**src/hw/pss_cfg.svh**
```systemverilog
/*
  Offsets, field positions, reset values and timing counts of the power sequencer.
  Assumes a single 50 MHz core clock and 8-bit registers on a 16-bit address.
*/
`ifndef PSS_CFG_SVH
`define PSS_CFG_SVH

`define PSS_CLK_MHZ          50
`define PSS_DEBOUNCE_US      50000
`define PSS_DEBOUNCE_CYC     (`PSS_DEBOUNCE_US * `PSS_CLK_MHZ)
`define PSS_PD_DLY_CYC       32
`define PSS_WAKE_DLY_CYC     512
`define PSS_POR_CYC          16

`define PSS_ADDR_WAKE_CTL    16'hff94
`define PSS_ADDR_MISC0       16'hfff1
`define PSS_ADDR_CARD_CTL    16'hfe00
`define PSS_ADDR_STATUS      16'hfe01

`define PSS_WAKE_ROUTE_BIT   7
`define PSS_WAKE_KPIEN_BIT   1
`define PSS_WAKE_KPFLG_BIT   0
`define PSS_MISC0_PD_BIT     7
`define PSS_MISC0_CARDCK_BIT 1
`define PSS_MISC0_KPCK_BIT   0
`define PSS_CARD_REQ_BIT     0
`define PSS_CARD_SHDN_BIT    1

`define PSS_WAKE_CTL_RST     8'h00
`define PSS_MISC0_RST        8'h00
`define PSS_CARD_CTL_RST     8'h00

`define PSS_IN_BTN_N         0
`define PSS_IN_BUS           1
`define PSS_IN_BAT           2
`define PSS_IN_PRIM          3
`define PSS_IN_USR           4
`define PSS_IN_CARD          5
`define PSS_IN_KP            6
`define PSS_IN_NUM           7

`endif

```
**src/hw/pss_pkg.sv**
```systemverilog
/*
  Types of the power sequencer.
  Assumes pss_cfg.svh is compiled in the same unit.
*/
`include "pss_cfg.svh"
package pss_pkg;
  typedef enum logic [2:0] {
    ST_OFF,
    ST_POR,
    ST_ON,
    ST_CARD_OFF,
    ST_PD_DLY,
    ST_STANDBY,
    ST_WAKE_DLY
  } pss_state_t;

  typedef struct packed {
    logic [`PSS_IN_NUM-1:0] s1;
    logic [`PSS_IN_NUM-1:0] s2;
    pss_state_t             st;
    logic [3:0]             por_cnt;
    logic                   sel_bus;
    logic                   sel_bat;
    logic                   held_d;
    logic                   shdn_req;
    logic                   route;
    logic                   kp_ien;
    logic                   card_ck_off;
    logic                   kp_ck_off;
    logic                   card_req;
    logic                   shdn_pend;
    logic                   wake_pend;
    logic [7:0]             rdata;
  } pss_top_st_t;
endpackage

```
**src/hw/pss_tmr_if.sv**
```systemverilog
/*
  Arm/expiry pair between the sequencer and its timers.
  Assumes the controller drives arm on the core clock.
*/
interface pss_tmr_if;
  logic arm;
  logic expired;
  modport ctrl (output arm, input expired);
  modport tmr (input arm, output expired);
endinterface

```
**src/hw/pss_top.sv**
```systemverilog
/*
  Supply selection, ON/OFF state machine, standby and wake sequencing.
  Assumes rstn marks the first application of power; pins are asynchronous to core_clk.
*/
// What this block does
// - Prefer bus supply, never both switches on
// - Bus supply forces ON, button ignored
// - Start OFF; only button or bus supply leaves OFF
// - Button low for debounce turns ON
// - OFF to ON: logic supply, power-on reset
// - Long press in ON latches shutdown request
// - Shutdown bit: deactivate card, then power off
// - Shutdown bit accepted anytime without bus supply
// - Grounded button powers up with any supply
// - Bus removal in ON: battery, stay ON
// - Bus supply, no card supply: bypass boost
// - Standby halts core, clocks and peripherals
// - Power-down while ON or bus: standby
// - Power-down while OFF, no bus: converter off
// - Analog shutdown 32 clocks after power-down
// - Sources 0, 4, 5 ORed into wake
// - Wake: restore, 512 clocks, then interrupt 0
// - Reading wake control clears wake routing
// - Power-down overrides individual power controls
`include "pss_cfg.svh"
module pss_top #(
  parameter int DEBOUNCE_CYC = `PSS_DEBOUNCE_CYC
) (
  input  wire logic        core_clk,
  input  wire logic        rstn,
  input  wire logic [15:0] reg_addr,
  input  wire logic [7:0]  reg_wdata,
  input  wire logic        reg_we,
  input  wire logic        reg_re,
  output wire logic [7:0]  reg_rdata,
  input  wire logic        on_off_n,
  input  wire logic        bus_supply,
  input  wire logic        battery_supply,
  input  wire logic        primary_supply,
  input  wire logic        irq_user_port_pins,
  input  wire logic        irq_card,
  input  wire logic        irq_keypad,
  input  wire logic        card_active,
  output wire logic        bus_switch_en,
  output wire logic        battery_switch_en,
  output wire logic        logic_supply_en,
  output wire logic        por_active,
  output wire logic        converter_en,
  output wire logic        boost_bypass,
  output wire logic        analog_en,
  output wire logic        core_clk_gate,
  output wire logic        periph_power_off,
  output wire logic        card_clk_off,
  output wire logic        keypad_clk_off,
  output wire logic        card_deactivate,
  output wire logic        shutdown_req,
  output wire logic        ext_interrupt_zero
);
  pss_pkg::pss_top_st_t q_ff;
  pss_pkg::pss_top_st_t nxt_q;

  pss_tmr_if db_if ();
  pss_tmr_if pd_if ();
  pss_tmr_if wk_if ();

  logic pd_start;
  logic wk_start;

  pss_debounce #(
    .CYC (DEBOUNCE_CYC)
  ) u_debounce (
    .core_clk (core_clk),
    .rstn     (rstn),
    .tmr      (db_if.tmr)
  );

  pss_delay #(
    .CYC (`PSS_PD_DLY_CYC)
  ) u_pd_delay (
    .core_clk (core_clk),
    .rstn     (rstn),
    .tmr      (pd_if.tmr)
  );

  pss_delay #(
    .CYC (`PSS_WAKE_DLY_CYC)
  ) u_wake_delay (
    .core_clk (core_clk),
    .rstn     (rstn),
    .tmr      (wk_if.tmr)
  );

  // Synchronised pin levels
  logic btn;
  logic bus;
  logic bat;
  logic prim;
  logic irq_usr;
  logic irq_crd;
  logic irq_kp;
  logic any_supply;
  logic held_rise;
  logic wake_req;
  logic pd_active;

  assign btn        = ~q_ff.s2[`PSS_IN_BTN_N];
  assign bus        = q_ff.s2[`PSS_IN_BUS];
  assign bat        = q_ff.s2[`PSS_IN_BAT];
  assign prim       = q_ff.s2[`PSS_IN_PRIM];
  assign irq_usr    = q_ff.s2[`PSS_IN_USR];
  assign irq_crd    = q_ff.s2[`PSS_IN_CARD];
  assign irq_kp     = q_ff.s2[`PSS_IN_KP];
  assign any_supply = bus | bat | prim;
  assign held_rise  = db_if.expired & ~q_ff.held_d;
  assign pd_active  = (q_ff.st == pss_pkg::ST_PD_DLY) || (q_ff.st == pss_pkg::ST_STANDBY);

  // Wake only through routed sources
  assign wake_req = q_ff.route & (irq_usr | irq_crd | irq_kp);

  // Press only counts with some supply present
  assign db_if.arm = btn & any_supply;
  assign pd_if.arm = pd_start;
  assign wk_if.arm = wk_start;

  function automatic logic hit(input logic [15:0] a, input logic [15:0] target);
    hit = (a == target);
  endfunction

  logic wr_wake;
  logic wr_misc0;
  logic wr_card;
  logic rd_wake;

  assign wr_wake  = reg_we & hit(reg_addr, `PSS_ADDR_WAKE_CTL);
  assign wr_misc0 = reg_we & hit(reg_addr, `PSS_ADDR_MISC0);
  assign wr_card  = reg_we & hit(reg_addr, `PSS_ADDR_CARD_CTL);
  assign rd_wake  = reg_re & hit(reg_addr, `PSS_ADDR_WAKE_CTL);

  always_comb begin
    nxt_q    = q_ff;
    pd_start = 1'b0;
    wk_start = 1'b0;

    nxt_q.s1     = {irq_keypad, irq_card, irq_user_port_pins, primary_supply,
                    battery_supply, bus_supply, on_off_n};
    nxt_q.s2     = q_ff.s1;
    nxt_q.held_d = db_if.expired;

    // One switch must open before the other closes
    nxt_q.sel_bus = bus & ~q_ff.sel_bat;
    nxt_q.sel_bat = bat & ~bus & ~q_ff.sel_bus;

    // Register writes
    if (wr_wake) begin
      nxt_q.route  = reg_wdata[`PSS_WAKE_ROUTE_BIT];
      nxt_q.kp_ien = reg_wdata[`PSS_WAKE_KPIEN_BIT];
    end else if (rd_wake) begin
      nxt_q.route = 1'b0;
    end
    if (wr_misc0) begin
      nxt_q.card_ck_off = reg_wdata[`PSS_MISC0_CARDCK_BIT];
      nxt_q.kp_ck_off   = reg_wdata[`PSS_MISC0_KPCK_BIT];
    end
    if (wr_card) begin
      nxt_q.card_req = reg_wdata[`PSS_CARD_REQ_BIT];
      // Ignored while the bus supply holds the device ON
      if (reg_wdata[`PSS_CARD_SHDN_BIT] && !bus) begin
        nxt_q.shdn_pend = 1'b1;
      end
    end
    if (rd_wake) begin
      nxt_q.wake_pend = 1'b0;
    end

    unique case (q_ff.st)
      pss_pkg::ST_OFF: begin
        nxt_q.por_cnt = '0;
        if (bus || (db_if.expired && any_supply)) begin
          nxt_q.st = pss_pkg::ST_POR;
        end
      end
      pss_pkg::ST_POR: begin
        // Logic supply up, reset held
        nxt_q.por_cnt = q_ff.por_cnt + 1'b1;
        if (q_ff.por_cnt == 4'(`PSS_POR_CYC - 1)) begin
          nxt_q.st = pss_pkg::ST_ON;
        end
      end
      pss_pkg::ST_ON: begin
        if (!bus && held_rise) begin
          nxt_q.shdn_req = 1'b1;
        end
        if (nxt_q.shdn_pend && !bus) begin
          nxt_q.st = pss_pkg::ST_CARD_OFF;
        end else if (wr_misc0 && reg_wdata[`PSS_MISC0_PD_BIT]) begin
          nxt_q.st = pss_pkg::ST_PD_DLY;
          pd_start = 1'b1;
        end
      end
      pss_pkg::ST_CARD_OFF: begin
        if (!card_active) begin
          nxt_q.st = pss_pkg::ST_OFF;
        end
      end
      pss_pkg::ST_PD_DLY: begin
        if (pd_if.expired) begin
          // Pending switch request means the ON/OFF logic wants OFF
          if (bus || !q_ff.shdn_req) begin
            nxt_q.st = pss_pkg::ST_STANDBY;
          end else begin
            nxt_q.st = pss_pkg::ST_OFF;
          end
        end
      end
      pss_pkg::ST_STANDBY: begin
        if (wake_req) begin
          nxt_q.st = pss_pkg::ST_WAKE_DLY;
          wk_start = 1'b1;
        end
      end
      pss_pkg::ST_WAKE_DLY: begin
        if (wk_if.expired) begin
          nxt_q.st        = pss_pkg::ST_ON;
          nxt_q.wake_pend = 1'b1;
        end
      end
      // Spare state code: fall back to the safe OFF state
      default: begin
        nxt_q.st = pss_pkg::ST_OFF;
      end
    endcase

    // Logic supply gone: all firmware-visible state returns to reset
    if (nxt_q.st == pss_pkg::ST_OFF) begin
      nxt_q.shdn_req    = 1'b0;
      nxt_q.shdn_pend   = 1'b0;
      nxt_q.route       = 1'b0;
      nxt_q.kp_ien      = 1'b0;
      nxt_q.card_ck_off = 1'b0;
      nxt_q.kp_ck_off   = 1'b0;
      nxt_q.card_req    = 1'b0;
      nxt_q.wake_pend   = 1'b0;
    end

    // Read data valid only in the cycle after the strobe
    nxt_q.rdata = 8'h00;
    if (reg_re) begin
      if (hit(reg_addr, `PSS_ADDR_WAKE_CTL)) begin
        nxt_q.rdata[`PSS_WAKE_ROUTE_BIT] = q_ff.route;
        nxt_q.rdata[`PSS_WAKE_KPIEN_BIT] = q_ff.kp_ien;
        nxt_q.rdata[`PSS_WAKE_KPFLG_BIT] = irq_kp;
      end else if (hit(reg_addr, `PSS_ADDR_MISC0)) begin
        nxt_q.rdata[`PSS_MISC0_PD_BIT]     = pd_active;
        nxt_q.rdata[`PSS_MISC0_CARDCK_BIT] = q_ff.card_ck_off;
        nxt_q.rdata[`PSS_MISC0_KPCK_BIT]   = q_ff.kp_ck_off;
      end else if (hit(reg_addr, `PSS_ADDR_CARD_CTL)) begin
        nxt_q.rdata[`PSS_CARD_REQ_BIT]  = q_ff.card_req;
        nxt_q.rdata[`PSS_CARD_SHDN_BIT] = q_ff.shdn_pend;
      end else if (hit(reg_addr, `PSS_ADDR_STATUS)) begin
        nxt_q.rdata = {2'b00, q_ff.wake_pend, (q_ff.st == pss_pkg::ST_STANDBY),
                       q_ff.sel_bat, q_ff.sel_bus, q_ff.shdn_req,
                       (q_ff.st != pss_pkg::ST_OFF)};
      end
    end
  end

  always_ff @(posedge core_clk or negedge rstn) begin
    if (!rstn) begin
      q_ff    <= '0;
      q_ff.st <= pss_pkg::ST_OFF;
      // Button synchroniser starts at the released level
      q_ff.s1[`PSS_IN_BTN_N] <= 1'b1;
      q_ff.s2[`PSS_IN_BTN_N] <= 1'b1;
    end else begin
      q_ff <= nxt_q;
    end
  end

  assign reg_rdata         = q_ff.rdata;
  assign bus_switch_en     = q_ff.sel_bus;
  assign battery_switch_en = q_ff.sel_bat;
  assign logic_supply_en   = (q_ff.st != pss_pkg::ST_OFF);
  assign por_active        = (q_ff.st == pss_pkg::ST_POR) || (q_ff.st == pss_pkg::ST_OFF);
  assign converter_en      = (q_ff.st != pss_pkg::ST_OFF);
  assign boost_bypass      = q_ff.sel_bus & ~q_ff.card_req & converter_en;
  assign analog_en         = (q_ff.st != pss_pkg::ST_OFF) && (q_ff.st != pss_pkg::ST_STANDBY);
  assign core_clk_gate     = (q_ff.st == pss_pkg::ST_STANDBY);
  assign periph_power_off  = (q_ff.st == pss_pkg::ST_STANDBY);
  assign card_clk_off      = q_ff.card_ck_off | pd_active;
  assign keypad_clk_off    = q_ff.kp_ck_off | pd_active;
  assign card_deactivate   = (q_ff.st == pss_pkg::ST_CARD_OFF);
  assign shutdown_req      = q_ff.shdn_req;
  assign ext_interrupt_zero = irq_usr | q_ff.wake_pend;
endmodule // pss_top

```
**src/hw/pss_debounce.sv**
```systemverilog
/*
  Hold timer for the ON/OFF button: expired rises once arm has stayed high CYC cycles.
  Assumes arm is already synchronised to core_clk.
*/
`include "pss_cfg.svh"
module pss_debounce #(
  parameter int CYC = `PSS_DEBOUNCE_CYC
) (
  input wire logic core_clk,
  input wire logic rstn,
  pss_tmr_if.tmr   tmr
);
  localparam int W = $clog2(CYC + 1);
  typedef struct packed {
    logic [W-1:0] cnt;
  } pss_db_st_t;

  pss_db_st_t q_ff;
  pss_db_st_t nxt_q;

  always_comb begin
    nxt_q = q_ff;
    // Any release restarts the hold
    if (!tmr.arm) begin
      nxt_q.cnt = '0;
    end else if (q_ff.cnt != W'(CYC)) begin
      nxt_q.cnt = q_ff.cnt + 1'b1;
    end
  end

  always_ff @(posedge core_clk or negedge rstn) begin
    if (!rstn) begin
      q_ff <= '0;
    end else begin
      q_ff <= nxt_q;
    end
  end

  assign tmr.expired = (q_ff.cnt == W'(CYC));
endmodule // pss_debounce

```
**src/hw/pss_delay.sv**
```systemverilog
/*
  One-shot delay: a pulse on arm loads CYC, expired pulses for one cycle CYC-1 edges later.
  Assumes arm is a one-cycle pulse from logic on core_clk.
*/
`include "pss_cfg.svh"
module pss_delay #(
  parameter int CYC = `PSS_PD_DLY_CYC
) (
  input wire logic core_clk,
  input wire logic rstn,
  pss_tmr_if.tmr   tmr
);
  localparam int W = $clog2(CYC + 1);
  typedef struct packed {
    logic [W-1:0] cnt;
  } pss_dly_st_t;

  pss_dly_st_t q_ff;
  pss_dly_st_t nxt_q;

  always_comb begin
    nxt_q = q_ff;
    if (tmr.arm) begin
      nxt_q.cnt = W'(CYC);
    end else if (q_ff.cnt != '0) begin
      nxt_q.cnt = q_ff.cnt - 1'b1;
    end
  end

  always_ff @(posedge core_clk or negedge rstn) begin
    if (!rstn) begin
      q_ff <= '0;
    end else begin
      q_ff <= nxt_q;
    end
  end

  assign tmr.expired = (q_ff.cnt == W'(1));
endmodule // pss_delay

```
**config.mk**
```make
export PLATFORM = sky130hd
export DESIGN_NAME = pss_top
export DESIGN_NICKNAME = d
export VERILOG_FILES = /design/src/hw/pss_pkg.sv /design/src/hw/pss_tmr_if.sv /design/src/hw/pss_top.sv /design/src/hw/pss_debounce.sv /design/src/hw/pss_delay.sv
export VERILOG_INCLUDE_DIRS = /design/src /design/src/hw
export SDC_FILE = /design/constraint.sdc
export NUM_CORES = 1
export LEC_CHECK = 0
export BUFFER_PORTS_ARGS = -buffer_cell sky130_fd_sc_hd__buf_2
export CAP_MARGIN = 20
export CORE_MARGIN = 2
export CORE_UTILIZATION = 50
export CTS_CLUSTER_DIAMETER = 150
export CTS_CLUSTER_SIZE = 40
export DETAILED_ROUTE_END_ITERATION = 16
export PLACE_DENSITY = 0.8
export SKIP_CTS_REPAIR_TIMING = 1
export SYNTH_ARGS = -nofsm -noshare
export SYNTH_HDL_FRONTEND = slang
export SYNTH_SLANG_ARGS = --single-unit
```
**constraint.sdc**
```tcl
create_clock -name core_clk -period 3 [get_ports core_clk]
set_input_delay 0.3 -clock core_clk [delete_from_list [all_inputs] [get_ports core_clk]]
set_output_delay 0.3 -clock core_clk [all_outputs]
set_load 0.02 [all_outputs]
```
# After elaboration in Yosys (flattened, before gate mapping)

Cells that the tools add are included.

Bitwise logic cells: 25
Muxes and demuxes: 44
Equality and inequality tests: 17
$add $sub $neg: 4
Reductions and logical operators: 27

Operator list:

| operator                | number |
|---|---|
| $eq A16 B16 Y1 const B  | 4 |
| $mux W22                | 2 |
| $mux W3                 | 9 |
| $add A22 B1 Y22 const B | 1 |
| $eq A22 B22 Y1 const B  | 1 |
| $ne A22 B22 Y1 const B  | 1 |
| $pmux W3 S7             | 1 |
| $mux W10                | 2 |
| $mux W6                 | 3 |
| $mux W1                 | 16 |
| $mux W8                 | 2 |
| $reduce_bool A2 Y1      | 8 |
| $and A1 B1 Y1           | 12 |
| $eq A10 B1 Y1 const B   | 1 |
| $mux W2                 | 5 |
| $mux W5                 | 2 |
| $reduce_bool A10 Y1     | 1 |
| $sub A10 B1 Y10 const B | 1 |
| $eq A3 B3 Y1 const B    | 3 |
| $pmux W4 S2             | 1 |
| $or A1 B1 Y1            | 7 |
| $eq A3 B2 Y1 const B    | 2 |
| $eq A6 B1 Y1 const B    | 1 |
| $logic_and A1 B1 Y1     | 6 |
| other kinds (14)        | 25 |

Input bits: 36
Bits in registers: 78
Output and inout port bits: 22
Word-level logic and storage cells: 136

# Longest topological paths before layout

Word-level depth: 10
Depth in mapped cells: 8
Depth with buffers taken out: 7

# By module

Synthesis repeated with hierarchy kept, for this count alone.

Cells, all modules: 396
Area total of the unflattened synthesis: 3961.3 µm²

Modules (own cells, without submodules):

| module                   | sequential area each (µm²) | area each (µm²) | cells each | times used |
|---|---|---|---|---|
| pss_top                  | 978.4                      | 1858.0          | 176        | 1 |
| pss_debounce             | 550.5                      | 1177.4          | 123        | 1 |
| pss_delay (u_wake_delay) | 250.2                      | 594.3           | 64         | 1 |
| pss_delay (u_pd_delay)   | 150.1                      | 331.6           | 33         | 1 |

# Least setup slack after synthesis

Ideal clock, no wire load.

Path type: reg2reg
From: reg u_debounce.q_ff[4] (netlist name)
To: reg q_ff, in the netlist shutdown_req
Data arrival time: 1.971 ns
Required time: 2.926 ns
Setup time: 0.074 ns
Clock period less this slack: 2.044 ns
Buffers on the path: 0
Cell stages (with the launch flop): 6
Path slack: 0.956 ns
Path through: dfrtp_1 or4b_1 nor4_2 nand3_2 or4_4 a21oi_2

Cells in the longest elaborated chain, start to end: 8
Elaborated cells between the ends (all ways): 12
Those cells by class: eq/ne: 1; mux: 3; bitwise: 1; reduce/logical: 7

RTL lines:

| what                                | RTL line           | text |
|---|---|---|
| start, declared                     | pss_debounce.sv:18 | `pss_db_st_t q_ff;` |
| start signal, assigned              | pss_debounce.sv:35 | `q_ff <= nxt_q;` |
| $eq A22 B22 Y1 (*)                  | pss_debounce.sv:39 | `assign tmr.expired = (q_ff.cnt == W'(CYC));` |
| $logic_and A1 B1 Y1                 | pss_top.sv:178     | `if (bus \|\| (db_if.expired && any_supply)) begin` |
| $logic_or A1 B1 Y1                  | pss_top.sv:178     |  |
| $mux W3                             | pss_top.sv:178     |  |
| $pmux W3 S7                         | pss_top.sv:175     | `unique case (q_ff.st)` |
| $logic_not A3 Y1                    | pss_top.sv:234     | `if (nxt_q.st == pss_pkg::ST_OFF) begin` |
| $reduce_bool A2 Y1 (no source line) | n/a                |  |
| $reduce_and A2 Y1 (no source line)  | n/a                |  |
| end signal, assigned                | pss_top.sv:275     | `q_ff <= nxt_q;` |
| end, declared                       | pss_top.sv:59      | `pss_pkg::pss_top_st_t q_ff;` |

Mark *: on every way between the ends. The rest lies on a longest branch, timed or not.
A chain may end at the register's enable or synchronous reset.

# Final worst setup path

Ends and elaborated chain as after synthesis.

==> results.toml <==
[sta]
worst_slew_pin_slew_ps = 940
timing.slew.headroom_pct = 37.3
finClkSkew_ps = 12.1
fin_tns_setup_ps = 0
final_setup_violations = 0
layout_worst_path_cycle_share_pct = 76.0
achievable_freq_ghz = 0.439
slew_violations = 0
report.final.hold_viol_count = 0
fin_ws_ps = 720
period_needed_ps = 2280
rsz0062_at_grt = "no"

[setup_path]
rr_startpoint = "u_debounce.q_ff[4]"
ordered_cell_list_for_the_critical_path = "or4b_1 -> nor4_2 -> nand3_2 -> or4_4 -> a21oi_2"
worstSetupEndpointType = "flop"
timing.critical_path.fanout_max = 5
cp_top_family = "simple AND/OR/NAND/NOR gates"
worstSetupStartpoint = "u_debounce.q_ff[4]"
arrival_time_worst_endpoint_ps = 2550
criticalPathCategory = "reg -> reg"
critical_path.n_buffers_inverters = 0
max_stage_delay_ps = 540
setup.worst_path.start_class = "flop"
worst_ep_required_time_ps = 3270
worst_path_max_delay_cell = "sky130_fd_sc_hd__or4b_1"

[flow_run]
max_cap_check_violation_count = 0

[routing]
drt-vias-per-instance = 5.49
route.antenna.remaining_nets = 0
initial_drc_count = 138
wirelength_mm = 7.95
topRoutingLayerUsed = "met4"
drtPass1Iterations = 7
routed-wl-met2_mm = 3.96
num_vias = 3007
wl_met3_um = 371
wl_per_cell_um = 14.5
wirelength_met1_mm = 3.46
route.detailed.drc = 0

[global_route]
grt_max_degree = 78
grt_util_all_layers_pct = 20.5
grt_antenna_before_repair = 0
grt_overflow = 0
first_pass_grt_wire_length_mm = 13.7
grt_pass1_vias = 2959

[synthesis]
synth_seq_cells = 77
synth.avg_cell_area_um2 = 9.74
number_of_enable_flip_flop_cells_after_synthesis = 0
synthesis.nets = 441
synth_largest_area_cell = "sky130_fd_sc_hd__dfrtp_1"
synth_warnings = 0
synth_top_area_share_pct = 48.6
yosys-top-cells-area = "sky130_fd_sc_hd__dfrtp_1 49%, sky130_fd_sc_hd__nor2_1 5.1%, sky130_fd_sc_hd__xnor2_1 3.6%, sky130_fd_sc_hd__nand3_1 3.5%, sky130_fd_sc_hd__nand2_1 2.7%"
share_of_flip_flops_with_an_asynchronous_set_or_reset_after_synthesis_pct = 100
post_synth_instance_area_um2 = 3860
synthFlopType = "sky130_fd_sc_hd__dfrtp_1"
synth_cell_type_count = 53
synthCells = 397
synth-seq-area-share_pct = 49.9

[floorplanning]
start_util_pct = 50.8
fp-row-count = 32
dieArea_um2 = 8450
die_x_um = 91.9
core_area_um2 = 7610
die_h_um = 91.9
boundaryPins = 58

[power_and_ir_drop]
ir_worst_vdd_v = 0.000389
power.density_cell_area_nw_per_um2 = 649
power.leakage_uw = 0.00198

[cts]
clkSlewWorstSetupHoldPaths_ps = 80
tritoncts_buffers = 9
cts_tree = "done"
clock_path_buffers = 2
clock_latency_ps = 340
tritoncts_num_sinks = 77
root_buffer = "sky130_fd_sc_hd__clkbuf_8"
cts_max_level = 3

[finish]
n_fill_cell = 703
areaGrowthSynthToFinish_pct = 13.3
antenna-diode-count = 0
layout-drive-gt1-share_pct = 19.7
nets = 485
post_route_core_utilization_pct = 57.6

[placed_design]
place_congestion = 0.868
dp_worst_slack_ps = 718
dp_hpwl_mm = 5.72
port-buffer-count = 51

[min_path]
holdCritStartpoint = "on_off_n"
timing.hold.worst.class = "in -> reg"

[status]
run_status = "completed"
## placed cells by master, fill, tap and decap left out, types with 3 or more instances in the layout
cell type / instances
sky130_fd_sc_hd__mux2i_1: 4
sky130_fd_sc_hd__and4_1: 4
sky130_fd_sc_hd__xnor2_1: 16
sky130_fd_sc_hd__nand3_1: 27
sky130_fd_sc_hd__and2_1: 5
sky130_fd_sc_hd__nand3b_1: 5
sky130_fd_sc_hd__nor3_1: 15
sky130_fd_sc_hd__nand2b_1: 10
sky130_fd_sc_hd__o21ai_0: 11
sky130_fd_sc_hd__mux2_2: 3
sky130_fd_sc_hd__nand2_1: 28
sky130_fd_sc_hd__a21oi_1: 12
sky130_fd_sc_hd__dfrtp_1: 75
sky130_fd_sc_hd__clkbuf_8: 10
sky130_fd_sc_hd__or3_1: 7
sky130_fd_sc_hd__and3_1: 6
sky130_fd_sc_hd__nor2_1: 52
sky130_fd_sc_hd__buf_2: 50
sky130_fd_sc_hd__nor4_1: 9
sky130_fd_sc_hd__xor2_1: 10
sky130_fd_sc_hd__nor2b_1: 5
sky130_fd_sc_hd__buf_4: 4
sky130_fd_sc_hd__ha_1: 8
sky130_fd_sc_hd__inv_1: 15
sky130_fd_sc_hd__or2_2: 3
sky130_fd_sc_hd__nor3b_1: 4
sky130_fd_sc_hd__nand4_1: 11
## cell type report
cell class	count	area [µm²]	area share [%]
Sequential cell	77	1930	44.1
Multi-Input combinational cell	284	1760	40.2
Timing Repair Buffer	54	280	6.40
Clock buffer	10	138	3.14
Tap cell	102	128	2.91
Clock inverter	6	86.3	1.97
Inverter	15	56.3	1.29
## where the power goes
part | switching (µW) | internal [µW] | total [µW]
Sequential | 145 | 1160 | 1310
Clock | 369 | 489 | 858
Combinational | 412 | 262 | 674
Total | 926 | 1910 | 2840
## metrics by stage
step	instance area, µm²	std cells	hold slack, ps	total power (µW)
3_3_place_gp	4160	532	333	1960
3_5_place_dp	4160	532	335	2000
6_report	4380	548	51.2	2840
4_1_cts	4380	548	30.1	2870
2_1_floorplan	3860	397	4.41	1800
5_1_grt	4380	548	27.2	3020
## layer usage
layer  GRT usage (%)  up-vias
met4            9.83        0
met2            34.0       89
met5               0        -
met3            3.45       18
li1                -     1468
met1            26.1     1432
## path summary, 6_finish.rpt
path	endpoint	slack [ps]	depth (start not counted)
worst min-delay path	nxt_q[26]	50	1
min in group asynchronous	q_ff[19]	80	1
worst min register to register	irq_usr	350	0
worst max register to register	shutdown_req	720	5
worst max-delay path	shutdown_req	720	5
max in group asynchronous	u_wake_delay.q_ff[7]	2290	1
## kinds of logic (layout without fill, tap and decap cells)
logic type | after synthesis | after routing | share of synthesized area [%]
adder cells (fa/ha/maj) | 8 | 8 | 2.59
XOR/XNOR | 26 | 26 | 5.89
multiplexers | 7 | 7 | 1.91
buffers and inverters | 36 | 85 | 4.50
flip-flops | 77 | 77 | 49.9
AND/OR/NAND/NOR | 204 | 204 | 28.7
AO/OA/AOI/OAI | 38 | 38 | 6.41
other | 1 | 1 | 0.0970
## flip-flops by register name, summed over array words and instances, names as in the netlist, 6 cells and up
name	flops
u_debounce.q_ff	22
q_ff	16
u_wake_delay.q_ff	10
nxt_q	7
reg_rdata	7
u_pd_delay.q_ff	6
## worst reg2reg max path, cell delays in order, from the launching register on
cell and delay [ps]:
sky130_fd_sc_hd__dfrtp_1 420, sky130_fd_sc_hd__or4b_1 540, sky130_fd_sc_hd__nor4_2 440, sky130_fd_sc_hd__nand3_2 210, sky130_fd_sc_hd__or4_4 460, sky130_fd_sc_hd__a21oi_2 140
## synthesized netlist by cell type, types with 2 or more instances
| cell type | number |
|---|---|
| sky130_fd_sc_hd__dfrtp_1 | 75 |
| sky130_fd_sc_hd__nor2_1 | 52 |
| sky130_fd_sc_hd__nand2_1 | 28 |
| sky130_fd_sc_hd__nand3_1 | 27 |
| sky130_fd_sc_hd__xnor2_1 | 16 |
| sky130_fd_sc_hd__inv_1 | 15 |
| sky130_fd_sc_hd__nor3_1 | 15 |
| sky130_fd_sc_hd__a21oi_1 | 12 |
| sky130_fd_sc_hd__nand4_1 | 11 |
| sky130_fd_sc_hd__o21ai_0 | 11 |
| sky130_fd_sc_hd__buf_4 | 10 |
| sky130_fd_sc_hd__clkbuf_1 | 10 |
| sky130_fd_sc_hd__nand2b_1 | 10 |
| sky130_fd_sc_hd__xor2_1 | 10 |
| sky130_fd_sc_hd__nor4_1 | 9 |
| sky130_fd_sc_hd__ha_1 | 8 |
| sky130_fd_sc_hd__or3_1 | 7 |
| sky130_fd_sc_hd__and3_1 | 6 |
| sky130_fd_sc_hd__and2_1 | 5 |
| sky130_fd_sc_hd__nand3b_1 | 5 |
| sky130_fd_sc_hd__nor2b_1 | 5 |
| sky130_fd_sc_hd__and4_1 | 4 |
| sky130_fd_sc_hd__mux2i_1 | 4 |
| sky130_fd_sc_hd__nor3b_1 | 4 |
| sky130_fd_sc_hd__mux2_2 | 3 |
| sky130_fd_sc_hd__or2_2 | 3 |
| sky130_fd_sc_hd__a211oi_1 | 2 |
| sky130_fd_sc_hd__a41oi_1 | 2 |
| sky130_fd_sc_hd__dfstp_2 | 2 |
| sky130_fd_sc_hd__nor4_4 | 2 |
| sky130_fd_sc_hd__or4b_1 | 2 |
Power figures use the tool's default switching activity.
